**src/hw/udiv_pkg.sv**
```systemverilog
// constants shared by the unsigned 16/8 divide unit and its register file
// assumes a 32-bit axi4-lite bus with byte addresses 8 bits wide
package udiv_pkg;
  // register byte offsets
  localparam logic [7:0] OFF_CTRL     = 8'h00;
  localparam logic [7:0] OFF_DIVIDEND = 8'h04;
  localparam logic [7:0] OFF_DIVISOR  = 8'h08;
  localparam logic [7:0] OFF_FLAGS    = 8'h0C;
  localparam logic [7:0] OFF_RESULT   = 8'h10;
  localparam logic [7:0] OFF_STATUS   = 8'h14;
  localparam logic [7:0] OFF_INT_STAT = 8'h18;
  localparam logic [7:0] OFF_INT_MASK = 8'h1C;
  // opcodes of the divide forms
  localparam logic [7:0] OPC_PAIR = 8'h94;
  localparam logic [7:0] OPC_PTR  = 8'h95;
  localparam logic [7:0] OPC_LIT  = 8'h96;
  // flag byte bit positions
  localparam int FLG_C = 7;
  localparam int FLG_Z = 6;
  localparam int FLG_S = 5;
  localparam int FLG_V = 4;
  localparam int FLG_D = 3;
  localparam int FLG_H = 2;
  // interrupt status bits
  localparam int INT_DONE = 0;
  localparam int INT_BAD  = 1;
  // status register bits
  localparam int STAT_BUSY   = 0;
  localparam int STAT_MODE_L = 2;
  // cycle counts
  localparam logic [4:0] CYC_ZERO = 5'h0A;
  localparam logic [4:0] CYC_FULL = 5'h1A;
  localparam logic [4:0] ITER_N   = 5'h10;
  // values after reset
  localparam logic [7:0]  RST_FLAGS  = 8'h00;
  localparam logic [15:0] RST_RESULT = 16'h0000;
  // bus responses
  localparam logic [1:0] RESP_OKAY   = 2'h0;
  localparam logic [1:0] RESP_SLVERR = 2'h2;
  typedef enum logic [1:0] {
    register_pair_mode,
    pointer_operand_mode,
    literal_operand_mode,
    udiv_no_mode
  } udiv_mode_e;
endpackage

```
**src/hw/udiv_if.sv**
```systemverilog
// carrier between the divide register file and the divide core
// assumes both ends share aclk
`timescale 1ns/1ns
`default_nettype none
interface udiv_if;
  logic        start;
  logic [15:0] dividend;
  logic [7:0]  divisor;
  logic        busy;
  logic        done;
  logic [7:0]  quot;
  logic [7:0]  rem;
  logic        fc;
  logic        fz;
  logic        fs;
  logic        fv;
  modport core (input start, dividend, divisor, output busy, done, quot, rem, fc, fz, fs, fv);
  modport ctrl (output start, dividend, divisor, input busy, done, quot, rem, fc, fz, fs, fv);
endinterface
`default_nettype wire

```
**src/hw/udiv_core.sv**
```systemverilog
// restoring 16 by 8 unsigned divider, one quotient bit per cycle
// assumes start is only raised while busy is low
`timescale 1ns/1ns
`default_nettype none
module udiv_core (
  // clock and reset
  input wire logic aclk,
  input wire logic aresetn,
  // operands and results
  udiv_if.core     dv
);
  typedef enum logic {ST_IDLE, ST_RUN} udiv_st_e;
  udiv_st_e    state_r;
  logic [4:0]  cnt_r;
  logic [4:0]  last_r;
  logic [15:0] q_r;
  logic [15:0] dvd_r;
  logic [7:0]  rem_r;
  logic [7:0]  dvs_r;
  logic [8:0]  sh;
  logic        take;
  logic        ovf;
  logic        done_r;
  logic [7:0]  quot_o_r;
  logic [7:0]  rem_o_r;
  logic        fc_r;
  logic        fz_r;
  logic        fs_r;
  logic        fv_r;

  // full 16-bit quotient kept so overflow range is known exactly
  always_comb begin
    sh   = {rem_r, q_r[15]};
    take = sh >= {1'b0, dvs_r};
    ovf  = (dvs_r == 8'h00) || (q_r[15:8] != 8'h00);
  end

  always_ff @(posedge aclk) begin
    if (!aresetn) begin
      state_r <= ST_IDLE;
      cnt_r   <= 5'h00;
      last_r  <= 5'h00;
    end else begin
      case (state_r)
        ST_IDLE: begin
          if (dv.start) begin
            state_r <= ST_RUN;
            cnt_r   <= 5'h01;
            last_r  <= (dv.divisor == 8'h00) ? udiv_pkg::CYC_ZERO - 5'h01 : udiv_pkg::CYC_FULL - 5'h01;
          end
        end
        ST_RUN: begin
          cnt_r <= cnt_r + 5'h01;
          if (cnt_r == last_r) begin
            state_r <= ST_IDLE;
          end
        end
        default: state_r <= ST_IDLE;
      endcase
    end
  end

  always_ff @(posedge aclk) begin
    if (!aresetn) begin
      q_r   <= 16'h0000;
      rem_r <= 8'h00;
      dvd_r <= 16'h0000;
      dvs_r <= 8'h00;
    end else if (state_r == ST_IDLE && dv.start) begin
      q_r   <= dv.dividend;
      rem_r <= 8'h00;
      dvd_r <= dv.dividend;
      dvs_r <= dv.divisor;
    end else if (state_r == ST_RUN && cnt_r <= udiv_pkg::ITER_N && dvs_r != 8'h00) begin
      // plain magnitude compare, no sign handling anywhere
      q_r   <= {q_r[14:0], take};
      rem_r <= take ? 8'(sh - {1'b0, dvs_r}) : sh[7:0];
    end
  end

  always_ff @(posedge aclk) begin
    if (!aresetn) begin
      done_r   <= 1'b0;
      quot_o_r <= 8'h00;
      rem_o_r  <= 8'h00;
      fc_r     <= 1'b0;
      fz_r     <= 1'b0;
      fs_r     <= 1'b0;
      fv_r     <= 1'b0;
    end else begin
      done_r <= 1'b0;
      if (state_r == ST_RUN && cnt_r == last_r) begin
        done_r   <= 1'b1;
        // halves are just the low bits when overflowing
        quot_o_r <= q_r[7:0];
        rem_o_r  <= rem_r;
        fc_r     <= ovf && dvs_r != 8'h00 && q_r[15:9] == 7'h00 && q_r[8];
        fz_r     <= dvs_r == 8'h00 || q_r == 16'h0000;
        fs_r     <= q_r[7];
        fv_r     <= ovf;
      end
    end
  end

  assign dv.busy = state_r == ST_RUN;
  assign dv.done = done_r;
  assign dv.quot = quot_o_r;
  assign dv.rem  = rem_o_r;
  assign dv.fc   = fc_r;
  assign dv.fz   = fz_r;
  assign dv.fs   = fs_r;
  assign dv.fv   = fv_r;

  AST_QUOT: assert property (@(posedge aclk) disable iff (!aresetn)
    done_r && !fv_r |-> quot_o_r == 8'(dvd_r / {8'h00, dvs_r}))
    else $error("quotient wrong");
  AST_REM: assert property (@(posedge aclk) disable iff (!aresetn)
    done_r && dvs_r != 8'h00 |-> rem_o_r == 8'(dvd_r % {8'h00, dvs_r}))
    else $error("remainder wrong");
  AST_CARRY: assert property (@(posedge aclk) disable iff (!aresetn)
    done_r |-> fc_r == (dvs_r != 8'h00 && dvd_r / {8'h00, dvs_r} >= 16'h0100
                        && dvd_r / {8'h00, dvs_r} <= 16'h01FF))
    else $error("carry wrong");
  AST_ZERO: assert property (@(posedge aclk) disable iff (!aresetn)
    done_r |-> fz_r == (dvs_r == 8'h00 || dvd_r < {8'h00, dvs_r}))
    else $error("zero flag wrong");
  AST_SIGN: assert property (@(posedge aclk) disable iff (!aresetn)
    done_r && dvs_r != 8'h00 |-> fs_r == (((dvd_r / {8'h00, dvs_r}) & 16'h0080) != 16'h0000))
    else $error("sign flag wrong");
  AST_OVF: assert property (@(posedge aclk) disable iff (!aresetn)
    done_r |-> fv_r == (dvs_r == 8'h00 || dvd_r / {8'h00, dvs_r} >= 16'h0100))
    else $error("overflow flag wrong");
  AST_TIME_ZERO: assert property (@(posedge aclk) disable iff (!aresetn)
    state_r == ST_IDLE && dv.start && dv.divisor == 8'h00 |-> ##1 (!done_r [*8]) ##1 !done_r ##1 done_r)
    else $error("zero divide not 10 cycles");
  AST_TIME_FULL: assert property (@(posedge aclk) disable iff (!aresetn)
    state_r == ST_IDLE && dv.start && dv.divisor != 8'h00 |-> ##1 (!done_r [*8]) ##17 !done_r ##1 done_r)
    else $error("divide not 26 cycles");
endmodule
`default_nettype wire

```
**src/hw/udiv_top.sv**
```systemverilog
// unsigned 16 by 8 divide unit with axi4-lite register file
// assumes one axi4-lite master, 32-bit data, operands fetched by software
//
// Contract
// - The unit divides a 16-bit register-pair value by an 8-bit divisor.
// - The 8-bit quotient goes to the low (odd) half of the pair when the divide ends.
// - The 8-bit remainder goes to the high (even) half of the pair when the divide ends.
// - With a quotient of 256 or more the stored halves need not be correct; only flags tell.
// - Both operands are plain unsigned numbers with no sign handling.
// - Carry is set only with overflow and a quotient from 256 to 511, else cleared.
// - Zero is set when the divisor or the quotient is zero, else cleared.
// - Sign follows the top bit of the quotient.
// - Overflow is set for a quotient of 256 or more or a zero divisor, else cleared.
// - The decimal-adjust and half-carry flags keep their old values.
// - Opcodes 94, 95 and 96 select register, pointer or literal divisor; 10 cycles on zero, else 26.
//
// Chosen here: the placing of the registers and the AXI4-Lite register port.
`timescale 1ns/1ns
`default_nettype none
module udiv_top #(
  parameter int ADDR_W = 8
) (
  // clock and reset
  input  wire logic              aclk,
  input  wire logic              aresetn,
  // write address
  input  wire logic [ADDR_W-1:0] s_axi_awaddr,
  input  wire logic              s_axi_awvalid,
  output logic                   s_axi_awready,
  // write data
  input  wire logic [31:0]       s_axi_wdata,
  input  wire logic [3:0]        s_axi_wstrb,
  input  wire logic              s_axi_wvalid,
  output logic                   s_axi_wready,
  // write response
  output logic [1:0]             s_axi_bresp,
  output logic                   s_axi_bvalid,
  input  wire logic              s_axi_bready,
  // read address
  input  wire logic [ADDR_W-1:0] s_axi_araddr,
  input  wire logic              s_axi_arvalid,
  output logic                   s_axi_arready,
  // read data
  output logic [31:0]            s_axi_rdata,
  output logic [1:0]             s_axi_rresp,
  output logic                   s_axi_rvalid,
  input  wire logic              s_axi_rready,
  // interrupt
  output logic                   irq
);
  if (ADDR_W < 8) begin : g_chk
    $error("ADDR_W below 8 cannot hold the register map");
  end

  udiv_if dv ();

  logic                   aw_hold_r;
  logic [7:0]             awaddr_r;
  logic                   w_hold_r;
  logic [31:0]            wdata_r;
  logic [3:0]             wstrb_r;
  logic                   bvalid_r;
  logic [1:0]             bresp_r;
  logic                   rvalid_r;
  logic [1:0]             rresp_r;
  logic [31:0]            rdata_r;
  logic                   wr_go;
  logic                   rd_go;
  logic [7:0]             wr_off;
  logic [7:0]             rd_off;
  logic                   wr_err;
  logic                   rd_err;
  logic [31:0]            rd_mux;
  logic                   start_r;
  logic                   busy_any;
  logic [7:0]             opc_r;
  udiv_pkg::udiv_mode_e   mode_r;
  logic                   opc_ok;
  logic [15:0]            dividend_r;
  logic [7:0]             divisor_r;
  logic [7:0]             flags_r;
  logic [15:0]            result_r;
  logic [1:0]             int_stat_r;
  logic [1:0]             int_mask_r;
  logic [1:0]             int_set;
  logic [1:0]             int_clr;
  logic                   ctrl_wr;

  // write channels are caught separately so either may arrive first
  assign s_axi_awready = !aw_hold_r && !bvalid_r;
  assign s_axi_wready  = !w_hold_r && !bvalid_r;
  assign wr_go         = aw_hold_r && w_hold_r && !bvalid_r;
  assign wr_off        = {awaddr_r[7:2], 2'h0};

  always_ff @(posedge aclk) begin
    if (!aresetn) begin
      aw_hold_r <= 1'b0;
      awaddr_r  <= 8'h00;
    end else if (s_axi_awvalid && s_axi_awready) begin
      aw_hold_r <= 1'b1;
      awaddr_r  <= s_axi_awaddr[7:0];
    end else if (wr_go) begin
      aw_hold_r <= 1'b0;
    end
  end

  always_ff @(posedge aclk) begin
    if (!aresetn) begin
      w_hold_r <= 1'b0;
      wdata_r  <= 32'h0000_0000;
      wstrb_r  <= 4'h0;
    end else if (s_axi_wvalid && s_axi_wready) begin
      w_hold_r <= 1'b1;
      wdata_r  <= s_axi_wdata;
      wstrb_r  <= s_axi_wstrb;
    end else if (wr_go) begin
      w_hold_r <= 1'b0;
    end
  end

  always_comb begin
    case (wr_off)
      udiv_pkg::OFF_CTRL, udiv_pkg::OFF_DIVIDEND, udiv_pkg::OFF_DIVISOR, udiv_pkg::OFF_FLAGS,
      udiv_pkg::OFF_INT_STAT, udiv_pkg::OFF_INT_MASK: wr_err = 1'b0;
      default: wr_err = 1'b1;
    endcase
  end

  always_ff @(posedge aclk) begin
    if (!aresetn) begin
      bvalid_r <= 1'b0;
      bresp_r  <= udiv_pkg::RESP_OKAY;
    end else if (wr_go) begin
      bvalid_r <= 1'b1;
      bresp_r  <= wr_err ? udiv_pkg::RESP_SLVERR : udiv_pkg::RESP_OKAY;
    end else if (s_axi_bready) begin
      bvalid_r <= 1'b0;
    end
  end

  assign s_axi_bvalid = bvalid_r;
  assign s_axi_bresp  = bresp_r;

  // read path: one cycle from address to data
  assign s_axi_arready = !rvalid_r;
  assign rd_go         = s_axi_arvalid && !rvalid_r;
  assign rd_off        = {s_axi_araddr[7:2], 2'h0};

  always_comb begin
    rd_mux = 32'h0000_0000;
    rd_err = 1'b0;
    case (rd_off)
      udiv_pkg::OFF_CTRL:     rd_mux = {24'h00_0000, opc_r};
      udiv_pkg::OFF_DIVIDEND: rd_mux = {16'h0000, dividend_r};
      udiv_pkg::OFF_DIVISOR:  rd_mux = {24'h00_0000, divisor_r};
      udiv_pkg::OFF_FLAGS:    rd_mux = {24'h00_0000, flags_r};
      udiv_pkg::OFF_RESULT:   rd_mux = {16'h0000, result_r};
      udiv_pkg::OFF_STATUS:   rd_mux = {28'h000_0000, mode_r, 1'b0, busy_any};
      udiv_pkg::OFF_INT_STAT: rd_mux = {30'h0000_0000, int_stat_r};
      udiv_pkg::OFF_INT_MASK: rd_mux = {30'h0000_0000, int_mask_r};
      default:                rd_err = 1'b1;
    endcase
  end

  always_ff @(posedge aclk) begin
    if (!aresetn) begin
      rvalid_r <= 1'b0;
      rresp_r  <= udiv_pkg::RESP_OKAY;
      rdata_r  <= 32'h0000_0000;
    end else if (rd_go) begin
      rvalid_r <= 1'b1;
      rresp_r  <= rd_err ? udiv_pkg::RESP_SLVERR : udiv_pkg::RESP_OKAY;
      rdata_r  <= rd_mux;
    end else if (s_axi_rready) begin
      rvalid_r <= 1'b0;
    end
  end

  assign s_axi_rvalid = rvalid_r;
  assign s_axi_rresp  = rresp_r;
  assign s_axi_rdata  = rdata_r;

  // instruction launch
  assign busy_any = dv.busy || start_r;
  assign ctrl_wr  = wr_go && wr_off == udiv_pkg::OFF_CTRL && wstrb_r[0];
  assign opc_ok   = wdata_r[7:0] == udiv_pkg::OPC_PAIR || wdata_r[7:0] == udiv_pkg::OPC_PTR
                    || wdata_r[7:0] == udiv_pkg::OPC_LIT;

  always_ff @(posedge aclk) begin
    if (!aresetn) begin
      start_r <= 1'b0;
      opc_r   <= 8'h00;
      mode_r  <= udiv_pkg::udiv_no_mode;
    end else begin
      start_r <= 1'b0;
      if (ctrl_wr && opc_ok && !busy_any) begin
        start_r <= 1'b1;
        opc_r   <= wdata_r[7:0];
        // operand fetch sits outside; the mode is kept for software to see
        case (wdata_r[7:0])
          udiv_pkg::OPC_PAIR: mode_r <= udiv_pkg::register_pair_mode;
          udiv_pkg::OPC_PTR:  mode_r <= udiv_pkg::pointer_operand_mode;
          default:            mode_r <= udiv_pkg::literal_operand_mode;
        endcase
      end
    end
  end

  // operands frozen while a divide runs
  always_ff @(posedge aclk) begin
    if (!aresetn) begin
      dividend_r <= 16'h0000;
      divisor_r  <= 8'h00;
    end else if (wr_go && !busy_any) begin
      if (wr_off == udiv_pkg::OFF_DIVIDEND && wstrb_r[0]) dividend_r[7:0] <= wdata_r[7:0];
      if (wr_off == udiv_pkg::OFF_DIVIDEND && wstrb_r[1]) dividend_r[15:8] <= wdata_r[15:8];
      if (wr_off == udiv_pkg::OFF_DIVISOR && wstrb_r[0]) divisor_r <= wdata_r[7:0];
    end
  end

  assign dv.start    = start_r;
  assign dv.dividend = dividend_r;
  assign dv.divisor  = divisor_r;

  // single commit point keeps a half-done result invisible
  always_ff @(posedge aclk) begin
    if (!aresetn) begin
      flags_r  <= udiv_pkg::RST_FLAGS;
      result_r <= udiv_pkg::RST_RESULT;
    end else if (dv.done) begin
      result_r              <= {dv.rem, dv.quot};
      flags_r[udiv_pkg::FLG_C] <= dv.fc;
      flags_r[udiv_pkg::FLG_Z] <= dv.fz;
      flags_r[udiv_pkg::FLG_S] <= dv.fs;
      flags_r[udiv_pkg::FLG_V] <= dv.fv;
    end else if (wr_go && !busy_any && wr_off == udiv_pkg::OFF_FLAGS && wstrb_r[0]) begin
      flags_r <= wdata_r[7:0];
    end
  end
  // d and h bits are only written by software, never by a commit

  // interrupts: set wins over a write-one clear
  always_comb begin
    int_set                     = 2'h0;
    int_set[udiv_pkg::INT_DONE] = dv.done;
    int_set[udiv_pkg::INT_BAD]  = ctrl_wr && (!opc_ok || busy_any);
    int_clr = (wr_go && wr_off == udiv_pkg::OFF_INT_STAT && wstrb_r[0]) ? wdata_r[1:0] : 2'h0;
  end

  always_ff @(posedge aclk) begin
    if (!aresetn) begin
      int_stat_r <= 2'h0;
      int_mask_r <= 2'h0;
    end else begin
      int_stat_r <= (int_stat_r & ~int_clr) | int_set;
      if (wr_go && wr_off == udiv_pkg::OFF_INT_MASK && wstrb_r[0]) int_mask_r <= wdata_r[1:0];
    end
  end

  assign irq = |(int_stat_r & int_mask_r);

  udiv_core u_core (
    .aclk    (aclk),
    .aresetn (aresetn),
    .dv      (dv.core)
  );

  AST_DH_KEPT: assert property (@(posedge aclk) disable iff (!aresetn)
    dv.done |=> flags_r[3:0] == $past(flags_r[3:0]))
    else $error("d or h flag changed by divide");
  AST_COMMIT: assert property (@(posedge aclk) disable iff (!aresetn)
    dv.busy |=> $stable(result_r) && $stable(flags_r))
    else $error("result changed before commit");
  AST_LAUNCH: assert property (@(posedge aclk) disable iff (!aresetn)
    ctrl_wr && opc_ok && !busy_any |=> start_r ##1 dv.busy)
    else $error("valid opcode did not start divide");

  // register side: results move only at the commit, launches follow the opcode
  AST_RES_COMMIT: assert property (@(posedge aclk) disable iff (!aresetn)
    dv.done |=> result_r == $past({dv.rem, dv.quot}))
    else $error("result not committed with done");
  AST_FLG_COMMIT: assert property (@(posedge aclk) disable iff (!aresetn)
    dv.done |=> flags_r[udiv_pkg::FLG_C] == $past(dv.fc) && flags_r[udiv_pkg::FLG_Z] == $past(dv.fz)
                && flags_r[udiv_pkg::FLG_S] == $past(dv.fs) && flags_r[udiv_pkg::FLG_V] == $past(dv.fv))
    else $error("flags not committed with done");
  AST_RES_QUIET: assert property (@(posedge aclk) disable iff (!aresetn)
    !dv.done |=> $stable(result_r))
    else $error("result changed outside commit");
  AST_FLG_QUIET: assert property (@(posedge aclk) disable iff (!aresetn)
    !dv.done && !(wr_go && wr_off == udiv_pkg::OFF_FLAGS) |=> $stable(flags_r))
    else $error("flags changed outside commit or write");
  AST_OPND_FROZEN: assert property (@(posedge aclk) disable iff (!aresetn)
    busy_any |=> $stable(dividend_r) && $stable(divisor_r))
    else $error("operand changed during divide");
  AST_DONE_INT: assert property (@(posedge aclk) disable iff (!aresetn)
    dv.done |=> int_stat_r[udiv_pkg::INT_DONE])
    else $error("done not flagged");
  AST_BAD_CMD: assert property (@(posedge aclk) disable iff (!aresetn)
    ctrl_wr && (busy_any || !opc_ok) |=> int_stat_r[udiv_pkg::INT_BAD] && !start_r)
    else $error("refused command not flagged");
  AST_LAUNCH_ONLY: assert property (@(posedge aclk) disable iff (!aresetn)
    start_r |-> $past(ctrl_wr && opc_ok && !busy_any))
    else $error("start without accepted opcode");
  AST_GO_PAIR: assert property (@(posedge aclk) disable iff (!aresetn)
    ctrl_wr && !busy_any && wdata_r[7:0] == udiv_pkg::OPC_PAIR
    |=> start_r && opc_r == udiv_pkg::OPC_PAIR && mode_r == udiv_pkg::register_pair_mode)
    else $error("pair opcode not launched");
  AST_GO_PTR: assert property (@(posedge aclk) disable iff (!aresetn)
    ctrl_wr && !busy_any && wdata_r[7:0] == udiv_pkg::OPC_PTR
    |=> start_r && opc_r == udiv_pkg::OPC_PTR && mode_r == udiv_pkg::pointer_operand_mode)
    else $error("pointer opcode not launched");
  AST_GO_LIT: assert property (@(posedge aclk) disable iff (!aresetn)
    ctrl_wr && !busy_any && wdata_r[7:0] == udiv_pkg::OPC_LIT
    |=> start_r && opc_r == udiv_pkg::OPC_LIT && mode_r == udiv_pkg::literal_operand_mode)
    else $error("literal opcode not launched");
endmodule
`default_nettype wire

```
**config.mk**
```make
export PLATFORM = sky130hd
export DESIGN_NAME = udiv_top
export DESIGN_NICKNAME = d
export VERILOG_FILES = /design/src/hw/udiv_pkg.sv /design/src/hw/udiv_if.sv /design/src/hw/udiv_core.sv /design/src/hw/udiv_top.sv
export SDC_FILE = /design/constraint.sdc
export NUM_CORES = 1
export LEC_CHECK = 0
export ABC_AREA = 0
export BUFFER_PORTS_ARGS = -buffer_cell sky130_fd_sc_hd__buf_4
export CAP_MARGIN = 10
export CELL_PAD_IN_SITES_DETAIL_PLACEMENT = 1
export CELL_PAD_IN_SITES_GLOBAL_PLACEMENT = 2
export CORE_MARGIN = 2
export CORE_UTILIZATION = 35
export CTS_CLUSTER_DIAMETER = 50
export DETAILED_ROUTE_END_ITERATION = 16
export GPL_ROUTABILITY_DRIVEN = 0
export GPL_TIMING_DRIVEN = 1
export PLACE_DENSITY_LB_ADDON = 0.1
export SETUP_SLACK_MARGIN = 0.15
export SYNTH_ARGS = -nofsm -noshare
export SYNTH_HDL_FRONTEND = slang
export SYNTH_HIERARCHICAL = 1
export SYNTH_SLANG_ARGS = --single-unit
```
**constraint.sdc**
```tcl
create_clock -name aclk -period 2 [get_ports aclk]
set_input_delay 0.5 -clock aclk [delete_from_list [all_inputs] [get_ports aclk]]
set_output_delay 0.5 -clock aclk [all_outputs]
set_load 0.05 [all_outputs]
```
## Word level (Yosys, flattened, before mapping)

Cells that the tools add are included.

| cells by class | value |
|---|---|
| add/subtract/negate cells | 2 |
| $lt $le $gt $ge | 2 |
| equal/unequal tests | 17 |
| muxes and demuxes | 25 |
| bitwise gates (word level) | 7 |
| reductions and logical operators | 64 |

Operators with widths:

| cell | count |
|---|---|
| one-hot mux 16 bit (8 select lines) | 1 |
| equality test 6 x 3 -> 1 bit (second input constant) | 6 |
| logical NOT 8 bit | 4 |
| 2-to-1 mux 16 bit | 2 |
| logical AND 1 bit | 29 |
| equality test 6 x 2 -> 1 bit (second input constant) | 4 |
| equality test 8 bit (second input constant) | 3 |
| logical NOT 16 bit | 1 |
| 2-to-1 mux 8 bit | 2 |
| nonzero test 8 bit | 2 |
| equality test 6 x 1 -> 1 bit (second input constant) | 2 |
| nonzero test 2 bit | 6 |
| 2-to-1 mux 1 bit | 11 |
| 2-to-1 mux 5 bit | 2 |
| one-hot mux 5 bit (2 select lines) | 1 |
| AND reduction 2 bit | 5 |
| greater-or-equal comparator 9 x 8 -> 1 bit | 1 |
| OR reduction 8 bit | 1 |
| subtractor 8 bit | 1 |
| logical NOT 7 bit | 1 |
| logical NOT 1 bit | 6 |
| logical OR 1 bit | 6 |
| 2-to-1 mux 2 bit | 3 |
| OR reduction 6 bit | 1 |
| other kinds (12) | 16 |

| word-level totals | value |
|---|---|
| bits in registers | 193 |
| output and inout port bits | 42 |

## Logic depth before layout (Yosys ltp)

Gate-level depths: netlist (run 1).

| depth | value |
|---|---|
| depth in word-level cells | 8 |
| gate-level depth with buffers | 9 |

## Cells and area by module

Netlist (run 1), hierarchy kept.

Modules (own cells, without submodules):

| module | times used | cells an instance | area an instance (um^2) | seq. area each (um^2) |
|---|---|---|---|---|
| udiv_top | 1 | 511 | 4800.9 | 2182.1 |
| udiv_core | 1 | 348 | 2881.5 | 1201.2 |

## Worst setup path before layout (run 1)

OpenSTA, ideal clock, no wires.

| timing path | value |
|---|---|
| kind | reg-to-reg |
| from | reg bvalid_r (netlist: s_axi_bvalid) |
| to | reg wdata_r[10] |
| setup time | 0.076 ns |
| arrival | 2.231 ns |
| data required time | 1.924 ns |
| path slack | -0.306 ns |
| cell stages (with the launch flop) | 7 |
| period minus slack after synthesis | 2.306 ns |
| cells stage by stage | dfxtp_1 -> nor2_1 -> and2_1 -> clkbuf_1 -> clkbuf_1 -> nand2_1 -> a21boi_0 |

| between the ends | value |
|---|---|
| cells in the longest elaborated chain, start to end | 3 |

Ends and longest elaborated chain:

| element | RTL line | source |
|---|---|---|
| start, declared | udiv_top.sv:62 | `logic bvalid_r;` |
| start signal, assigned | udiv_top.sv:131 | `bvalid_r <= 1'b0;` |
| start signal, assigned | udiv_top.sv:134 | `bvalid_r <= 1'b1;` |
| start signal, assigned | udiv_top.sv:137 | `bvalid_r <= 1'b0;` |
| logical NOT 1 bit | udiv_top.sv:91 | `assign s_axi_wready = !w_hold_r && !bvalid_r;` |
| logical AND 1 bit | udiv_top.sv:91 |  |
| named net s_axi_wready | udiv_top.sv:34 | `output logic s_axi_wready,` |
| logical AND 1 bit | udiv_top.sv:112 | `end else if (s_axi_wvalid && s_axi_wready) begin` |
| end signal, assigned | udiv_top.sv:114 | `wdata_r <= s_axi_wdata;` |
| end, declared | udiv_top.sv:60 | `logic [31:0] wdata_r;` |

The timed path passes the listed nets, and every way through them passes these cells.
A chain may end at the register's enable or synchronous reset.

## Worst setup path after layout (run 1)

| timing path | value |
|---|---|
| from | reg u_core.dvs_r[1] |
| to | reg u_core.rem_r[7] |

| between the ends | value |
|---|---|
| cells in the longest elaborated chain, start to end | 2 |
| elaborated cells on any way between the ends | 5 |
| those cells by class | add/sub (1); order compare (1); mux (1); reduce/logical (2) |

Ends and longest elaborated chain:

| element | RTL line | source |
|---|---|---|
| start, declared | udiv_core.sv:19 | `logic [7:0] dvs_r;` |
| start signal, assigned | udiv_core.sv:73 | `dvs_r <= dv.divisor;` |
| subtractor 8 bit (tied with other cells) | udiv_core.sv:77 | `rem_r <= take ? 8'(sh - {1'b0, dvs_r}) : sh[7:0];` |
| 2-to-1 mux 8 bit or logical AND 1 bit (tied branches) | udiv_core.sv:77, udiv_core.sv:74 |  |
| end signal, assigned | udiv_core.sv:77 |  |
| end, declared | udiv_core.sv:18 | `logic [7:0] rem_r;` |

Several ways; a longest one is shown, not always the timed one.

==> summary.txt, run 1 <==
Status
  – Status: complete, no violations

Power and ir drop
  – Pwr dens: 767.7 nW/µm²
  – P_leak: 3.682 nW
  – Tot Pwr: approximately 7.3 mW
  – Worst vdd ir: between 0.5 and 0.6 mV

STA
  – Fmax: between 500 and 600 MHz
  – Hold Vio Cnt, Final: 0
  – Final min period: approximately 1.8 ns
  – Setup Skew: between 0.01 and 0.015 ns
  – Setup violations, final: 0
  – Final period util: approximately nine tenths
  – Final slew viol count: 0
  – Fin Hold WS: roughly 0.32 ns
  – Worst setup margin: about 0.17 ns
  – RSZ-0062 raised after global routing: yes

Floorplan
  – Initial Utilization: between 30% and 40%
  – Std cell rows: 54
  – Die ar.: around 23000 µm²
  – Top-Level Pins: between 100 and 150
  – Core box area: 21690 µm²
  – Vert. Die Dim: 152.2 µm
  – Die width: about 150 µm

Logic synthesis
  – FFs w/ async S/R, synth: 0%
  – Seq/Total Area, Yosys: around 44%
  – Ranking of synthesized cells by area: dfxtp_1 (44%), mux2i_1 (11%), nand2_1 (7.2%), nor2b_1 (3.4%), o21ai_0 (2.7%)
  – Synthesized area: between 7000 and 8000 µm²
  – Primary FF master, synth: dfxtp_1
  – Post-Synthesis Cells: 859
  – Synthesis Warnings: 6
  – Mean Syn Cell Area: about 8.9 µm²
  – Post-synth EDFFs: 0
  – Seq cells post-synth: between 150 and 200
  – Top cell type's share of synthesized area: 44.04%
  – Leading area contributor after synthesis: dfxtp_1
  – Synth cell types: 64

Global route
  – GR peak layer: met2
  – Grt met1 use: 25.76%
  – Largest net degree at the start of global routing: between 90 and 100
  – Tot GR Track Use: between 15 and 20%
  – First-pass GRT wire length: approximately 36000 µm
  – Initial antenna violation count: 0
  – GR Util met3: ~3.4%
  – Global route total overflow: 0
  – Vias in the first global route: about 6700
  – Met2 usage: 33.33%

Final layout
  – Area grow syn2layout: 23.83%
  – # diodes: 0
  – Nets: between 1000 and 1500
  – Fillers: between 2000 and 2500
  – Post-Layout Cell Count: roughly 1200
  – Layout cells sized above 1: 23.08%
  – Non-Filler Cell Area, Final: 9513 µm²

Clocking
  – Hold_buf cts: 0
  – CTS tree: done
  – Worst-path clk slew: approximately 0.070 ns
  – TritonCTS buffer count: 17
  – Root Buffer: clkbuf_16
  – CTS Buffer Depth: 2
  – H-Tree Depth: 4
  – Sink Count: 169
  – Clock network latency to the later pin of the worst-skew pair: about 0.42 ns

Route
  – DRT iter0 DRCs: 246
  – Routed WL: 22530 µm
  – DR vias/cell: approximately 5.2
  – Via count: around 6400
  – DRC errors left: 0
  – Antenna viol nets, final: 0
  – Drt wl/cell: 18.27 µm
  – First-pass iteration count of the detailed router: 5

Critical path
  – Crit end category: flop
  – Critical path arrival: approximately 2.1 ns
  – Worst Path Max Fanout: 3
  – WS Path Type: flop to flop
  – Worst path required time: approximately 2.3 ns
  – Setup crit start kind: flop

Placement
  – Port Buffer Count: 60
  – Post-Place Setup Slack: -0.01670 ns
  – DP Wirelength: 16400 µm
  – Placed Cells: about 1200
  – Placed Instance Area: around 8600 µm²

Hold path
  – HP Class: input port to flop

Run
  – Number of max-cap violations: 0
## through the flow
stage                     setup TNS [ns]  util [%]
after floorplan                        0         -
after global placement                 0     39.56
after detailed placement        -0.04298     39.56
after CTS                              0     42.77
after global routing                   0     43.86
final                                  0     43.86
## Yosys cell counts, drive strengths merged (8+ instances only)
cell type,n
nand3,13
nor2,54
clkbuf,37
a21oi,25
nand2,148
ha,10
buf,37
a31oi,21
a221oi,13
o21ai,44
nor4,8
mux2,13
a21boi,21
inv,16
mux2i,85
nor3,17
dfxtp,169
nor2b,42
## power breakdown
part	total, mW	leakage (nW)	switching, mW	internal (mW)
sequential	3.47	1.37	0.0489	3.42
combinational	0.576	2.04	0.376	0.200
clock	3.26	0.263	1.41	1.85
## layer usage
metal  vias to the layer above  share of wire, %
met5                         -                 0
met4                         0              0.72
met3                         8               3.2
met2                        88                50
met1                      3139                46
li1                       3119                 -
## timing repair
item,in CTS,in global routing
setup buffers,2,7
setup endpoints to repair,29,31
gates resized for setup,19,36
cloned,0,1
pin swaps,4,14
## worst max-delay path: stages (launching register included)
cell,delay (ns)
dfxtp_2,0.33
inv_1,0.06
ha_4,0.28
nand2b_1,0.07
a21oi_1,0.23
a31oi_1,0.20
nand3_1,0.13
o311ai_0,0.15
a211o_1,0.28
## state kept, by name, indices dropped and copies added (netlist names), 5 cells and up
name	flops
result_r	16
awaddr_r	6
flags_r	8
u_core/cnt_r	5
u_core/q_r	16
divisor_r	8
u_core/dvs_r	8
u_core/rem_r	8
u_core/dv.rem	8
s_axi_rdata	16
opc_r	8
dividend_r	16
wdata_r	16
u_core/dv.quot	8
## kinds of logic (layout without fill, tap and decap cells)
group,count (synthesis),after routing,share of synthesized area (%)
buf+inv,91,168,6.189
other cells,1,18,0.04881
compound gates,157,157,13.55
fa+ha+maj,11,11,1.889
mux,99,99,13.27
xor+xnor,6,6,0.6840
simple gates,325,325,20.33
flops,169,169,44.04
## cell usage in the layout, fill, tap and decap left out, types with 19 or more instances in the layout
cell | netlist | routed
dfxtp_1 | 169 | 155
nand2_1 | 148 | 146
buf_4 | 21 | 113
mux2i_1 | 85 | 84
nor2_1 | 54 | 52
nor2b_1 | 42 | 41
o21ai_0 | 41 | 41
a21oi_1 | 25 | 22
a21boi_0 | 21 | 21
a31oi_1 | 21 | 19
## layout make-up
cell class,count,area (µm²),share of cell area (%)
repair buffers,119,973.4,10.23
clock buffers,19,432.9,4.551
flip-flops and latches,169,3403,35.78
inverters,17,63.81,0.6708
well taps,280,350.3,3.683
multi-input cells,616,4144,43.56
clock inverters,13,145.1,1.526
## path summary, 6_finish.rpt
kind | startpoint | end | slack, ns | cells past startpoint
max | u_core/dvs_r[1] | u_core/rem_r[7] | 0.17 | 8
min | s_axi_arvalid | s_axi_rvalid | 0.32 | 2
max reg2reg | u_core/dvs_r[1] | u_core/rem_r[7] | 0.17 | 8
min reg2reg | flags_r[2] | flags_r[2] | 0.46 | 2
No activity file was read; power rests on OpenSTA's default activity.
==> inputs of run 2 (changes only) <==
--- a/config.mk
+++ b/config.mk
@@ -20,5 +20,4 @@
 export SETUP_SLACK_MARGIN = 0.15
 export SYNTH_ARGS = -nofsm -noshare
 export SYNTH_HDL_FRONTEND = slang
-export SYNTH_HIERARCHICAL = 1
 export SYNTH_SLANG_ARGS = --single-unit
==> run 2 against run 1 <==
Sequential share of layout area rose by 0.84 points. Via count down 0.42%. Non-clock buffer count up 17. Final area shrank 2.5%. Synthesized area fell by 5.7%. Worst hold slack got worse by 0.068 ns. Cell count fell by 1.5%. Combinational power down 2%.
==> summary.txt, run 2 <==
Route
  – Antenna viol nets, final: 0 (unchanged)
  – First-pass iteration count of the detailed router: 4 (-1)
  – DRT iter0 DRCs: 274 (+11%)
  – DR vias/cell: 5.212 (+1.1%)
  – Drt wl/cell: 18.14 µm (-0.71%)
  – Via count: 6327 (-0.42%)
  – DRC errors left: 0 (unchanged)
  – Routed WL: 22030 µm (-2.2%)

Global route
  – Initial antenna violation count: 0 (unchanged)
  – First-pass GRT wire length: 35050 µm (-2.9%)
  – Largest net degree at the start of global routing: 47 (-52%)
  – Tot GR Track Use: 20.51% (+0.95 points)
  – Global route total overflow: 0 (unchanged)
  – Vias in the first global route: 6555 (-1.7%)

Status
  – Status: complete, no violations

Final layout
  – # diodes: 0 (unchanged)
  – Most common cell after layout, fill and taps aside: dfxtp_1
  – Layout cells sized above 1: 25.32% (+2.2 points)
  – Nets: 1001 (-0.89%)
  – Area grow syn2layout: 27.97%
  – Fillers: 2372 (-4.5%)
  – Most frequent cells in the layout: dfxtp_1 (159), buf_4 (132), nor2_1 (112)

Hold path
  – Worst hold path depth: 2 (unchanged)
  – HP Class: input port to flop

STA
  – Final slew viol count: 0 (unchanged)
  – Final min period: 1.887 ns (+0.05269 ns)
  – Setup violations, final: 0 (unchanged)
  – Fmax: 530.1 MHz (-2.8%)
  – Final period util: 94.33% (+2.6 points)
  – Max_slew headroom: ~55%
  – Hold Vio Cnt, Final: 0 (unchanged)
  – Worst Max-Slew Pin Slew: 0.6706 ns
  – RSZ-0062 raised after global routing: yes
  – Fin Hold WS: 0.2558 ns (-0.06804 ns)
  – Setup Skew: 0.008589 ns (-0.005795 ns)

Logic synthesis
  – Most common cell in the synthesized netlist: dfxtp_1
  – Post-Synthesis Cells: 824 (-4.1%)
  – Most frequent cells after synthesis: dfxtp_1 (169), nor2_1 (115), nand2_1 (102)
  – Synthesized area: 7247 µm² (-5.7%)
  – Leading area contributor after synthesis: dfxtp_1
  – Seq/Total Area, Yosys: 46.69% (+2.6 points)
  – Synth cell types: 66 (+3.1%)
  – Top cell type's share of synthesized area: 46.69% (+2.6 points)
  – Ranking of synthesized cells by area: dfxtp_1 (47%), mux2i_1 (9.8%), nor2_1 (6.0%), a21oi_1 (5.5%), nand2_1 (5.3%)
  – Synthesis Warnings: 0 (-6)
  – Seq cells post-synth: 169 (unchanged)
  – Post-synth EDFFs: 0 (unchanged)
  – Primary FF master, synth: dfxtp_1
  – Mean Syn Cell Area: 8.795 µm² (-1.7%)
  – FFs w/ async S/R, synth: 0% (unchanged)

Critical path
  – Worst Path Buf+Inv: 1 (unchanged)
  – Reg-to-reg startpoint: u_core.dvs_r[1]
  – End of the critical path: u_core.rem_r[0]
  – Worst-path cell chain: inv_2 > ha_4 > nand2b_4 > a21oi_4 > o221ai_4 > and2_4 > or4_4 > o311ai_2
  – Worst Path Max Fanout: 5 (+2)
  – Crit end category: flop
  – Reg2reg path depth: 8 (unchanged)
  – Worst path top cell family by delay: simple AND/OR/NAND/NOR gates
  – WS Path Type: flop to flop
  – Worst path required time: 2.34 ns (+0.03 ns)
  – Setup crit start kind: flop
  – Slowest-stage cell, CP: or4_4
  – R2R Path End: u_core.rem_r[0]
  – Crit path depth: 8 (unchanged)
  – Crit path from: u_core.dvs_r[1]
  – R2R setup slack: 0.11 ns (-0.05 ns)
  – Critical path arrival: 2.23 ns (+0.09 ns)
  – Critical Path Max Stage Delay: 0.48 ns (+0.15 ns)

Clocking
  – Root Buffer: clkbuf_16
  – Worst-path clk slew: 0.07 ns (about the same)
  – Sink Count: 169 (unchanged)
  – TritonCTS buffer count: 17 (unchanged)
  – Clock network latency to the later pin of the worst-skew pair: 0.43 ns (about the same)
  – CTS tree: done
  – H-Tree Depth: 4 (unchanged)
  – CTS Buffer Depth: 2 (unchanged)
  – Hold_buf cts: 0 (unchanged)

Floorplan
  – Die ar.: 21870 µm² (-5.5%)
  – Core box area: 20300 µm² (-6.4%)
  – Std cell rows: 52 (-3.7%)
  – Die width: 147.9 µm (-2.8%)
  – Top-Level Pins: 101 (unchanged)
  – Vert. Die Dim: 147.9 µm (-2.8%)
  – Initial Utilization: 35.70% (+0.28 points)

Power and ir drop
  – Worst vdd ir: 0.5994 mV (+10%)
  – Tot Pwr: 7.461 mW (+2.2%)
  – P_leak: 3.826 nW (+3.9%)
  – Pwr dens: 804.6 nW/µm² (+4.8%)

Placement
  – DP Wirelength: 16270 µm (-0.79%)
  – Port Buffer Count: 60 (unchanged)

Run
  – Number of max-cap violations: 0 (unchanged)
==> run 2: changes by cell type after synthesis, sizes merged, moves of 11 or more <==
cell,change
nor2,+62
a21oi,+55
nand2,-46
nor2b,-37
a21boi,-21
a31oi,-18
mux2i,-14
mux2,-13
a22oi,+11
==> run 2: worst reg2reg max path, cell delays in order (launching register included) <==
cell and delay [ns]:
dfxtp_2 0.34, inv_2 0.05, ha_4 0.27, nand2b_4 0.06, a21oi_4 0.19, o221ai_4 0.15, and2_4 0.18, or4_4 0.48
o311ai_2 0.07
==> run 2: kinds of logic (layout without fill, tap and decap cells) <==
logic type                 Yosys count  count (layout)  share of synthesized area, %
muxes                               75              75                         11.05
AOI/OAI and AO/OA                  177             177                         15.06
and+or+nand+nor                    299             300                         18.94
DFF                                169             169                         46.69
buffers and inverters               87             189                         5.611
adders and majority gates           11              11                         2.003
xor gates and xnor gates             5               5                        0.6044
other                                1              18                       0.05175
==> run 2: how the worst min path moves through the flow <==
stage                              end          from
after CTS                 s_axi_rvalid  s_axi_rready
after detailed placement   wdata_r[14]   wdata_r[14]
final                     s_axi_rvalid  s_axi_rready
after global placement        opc_r[1]      opc_r[1]
after floorplan               opc_r[1]      opc_r[1]
after global routing      s_axi_rvalid  s_axi_rready
==> run 2: final cells by class <==
class	instances	area [µm²]	area share, %
inverters	21	81.33	0.8770
well taps	270	337.8	3.643
repair buffers	136	1071	11.55
clock inverters	13	170.2	1.835
clock buffers	19	442.9	4.776
multi-input cells	586	3775	40.70
flip-flops and latches	169	3396	36.62
==> run 2: power by group <==
part	internal (mW)	switching (mW)	leakage [nW]
logic	0.184	0.380	2.18
clock network	2.01	1.43	0.278
registers	3.42	0.0399	1.37
total	5.61	1.85	3.83
==> run 2: stage by stage <==
stage | instance area (µm²) | util [%] | setup slack [ns] | TNS, ns | std cells
2_1_floorplan | 7368 | - | 0.04892 | 0 | 841
3_3_place_gp | 8366 | 41.21 | 0.001972 | 0 | 1171
3_5_place_dp | 8366 | 41.21 | -0.06829 | -0.1685 | 1171
4_1_cts | 9125 | 44.95 | 0.1109 | 0 | 1210
5_1_grt | 9274 | 45.69 | 0.05501 | 0 | 1214
6_report | 9274 | 45.69 | 0.1135 | 0 | 1214
==> run 2: metal layers <==
| metal | vias to the layer above | wire length (µm) | global-route usage [%] |
|---|---|---|---|
| met3 | 31 | 783 | 3.951 |
| met5 | - | 0 | 0 |
| li1 | 3061 | - | - |
| met2 | 122 | 10630 | 34.47 |
| met1 | 3113 | 10230 | 26.72 |
| met4 | 0 | 391 | 6.429 |
==> run 2: repair_timing <==
| action | 4_1_cts | 5_1_grt |
|---|---|---|
| cloned | 1 | 0 |
| pin swaps | 9 | 14 |
| buffers inserted | 6 | 4 |
| setup endpoints to repair | 30 | 33 |
| resized for setup | 25 | 32 |
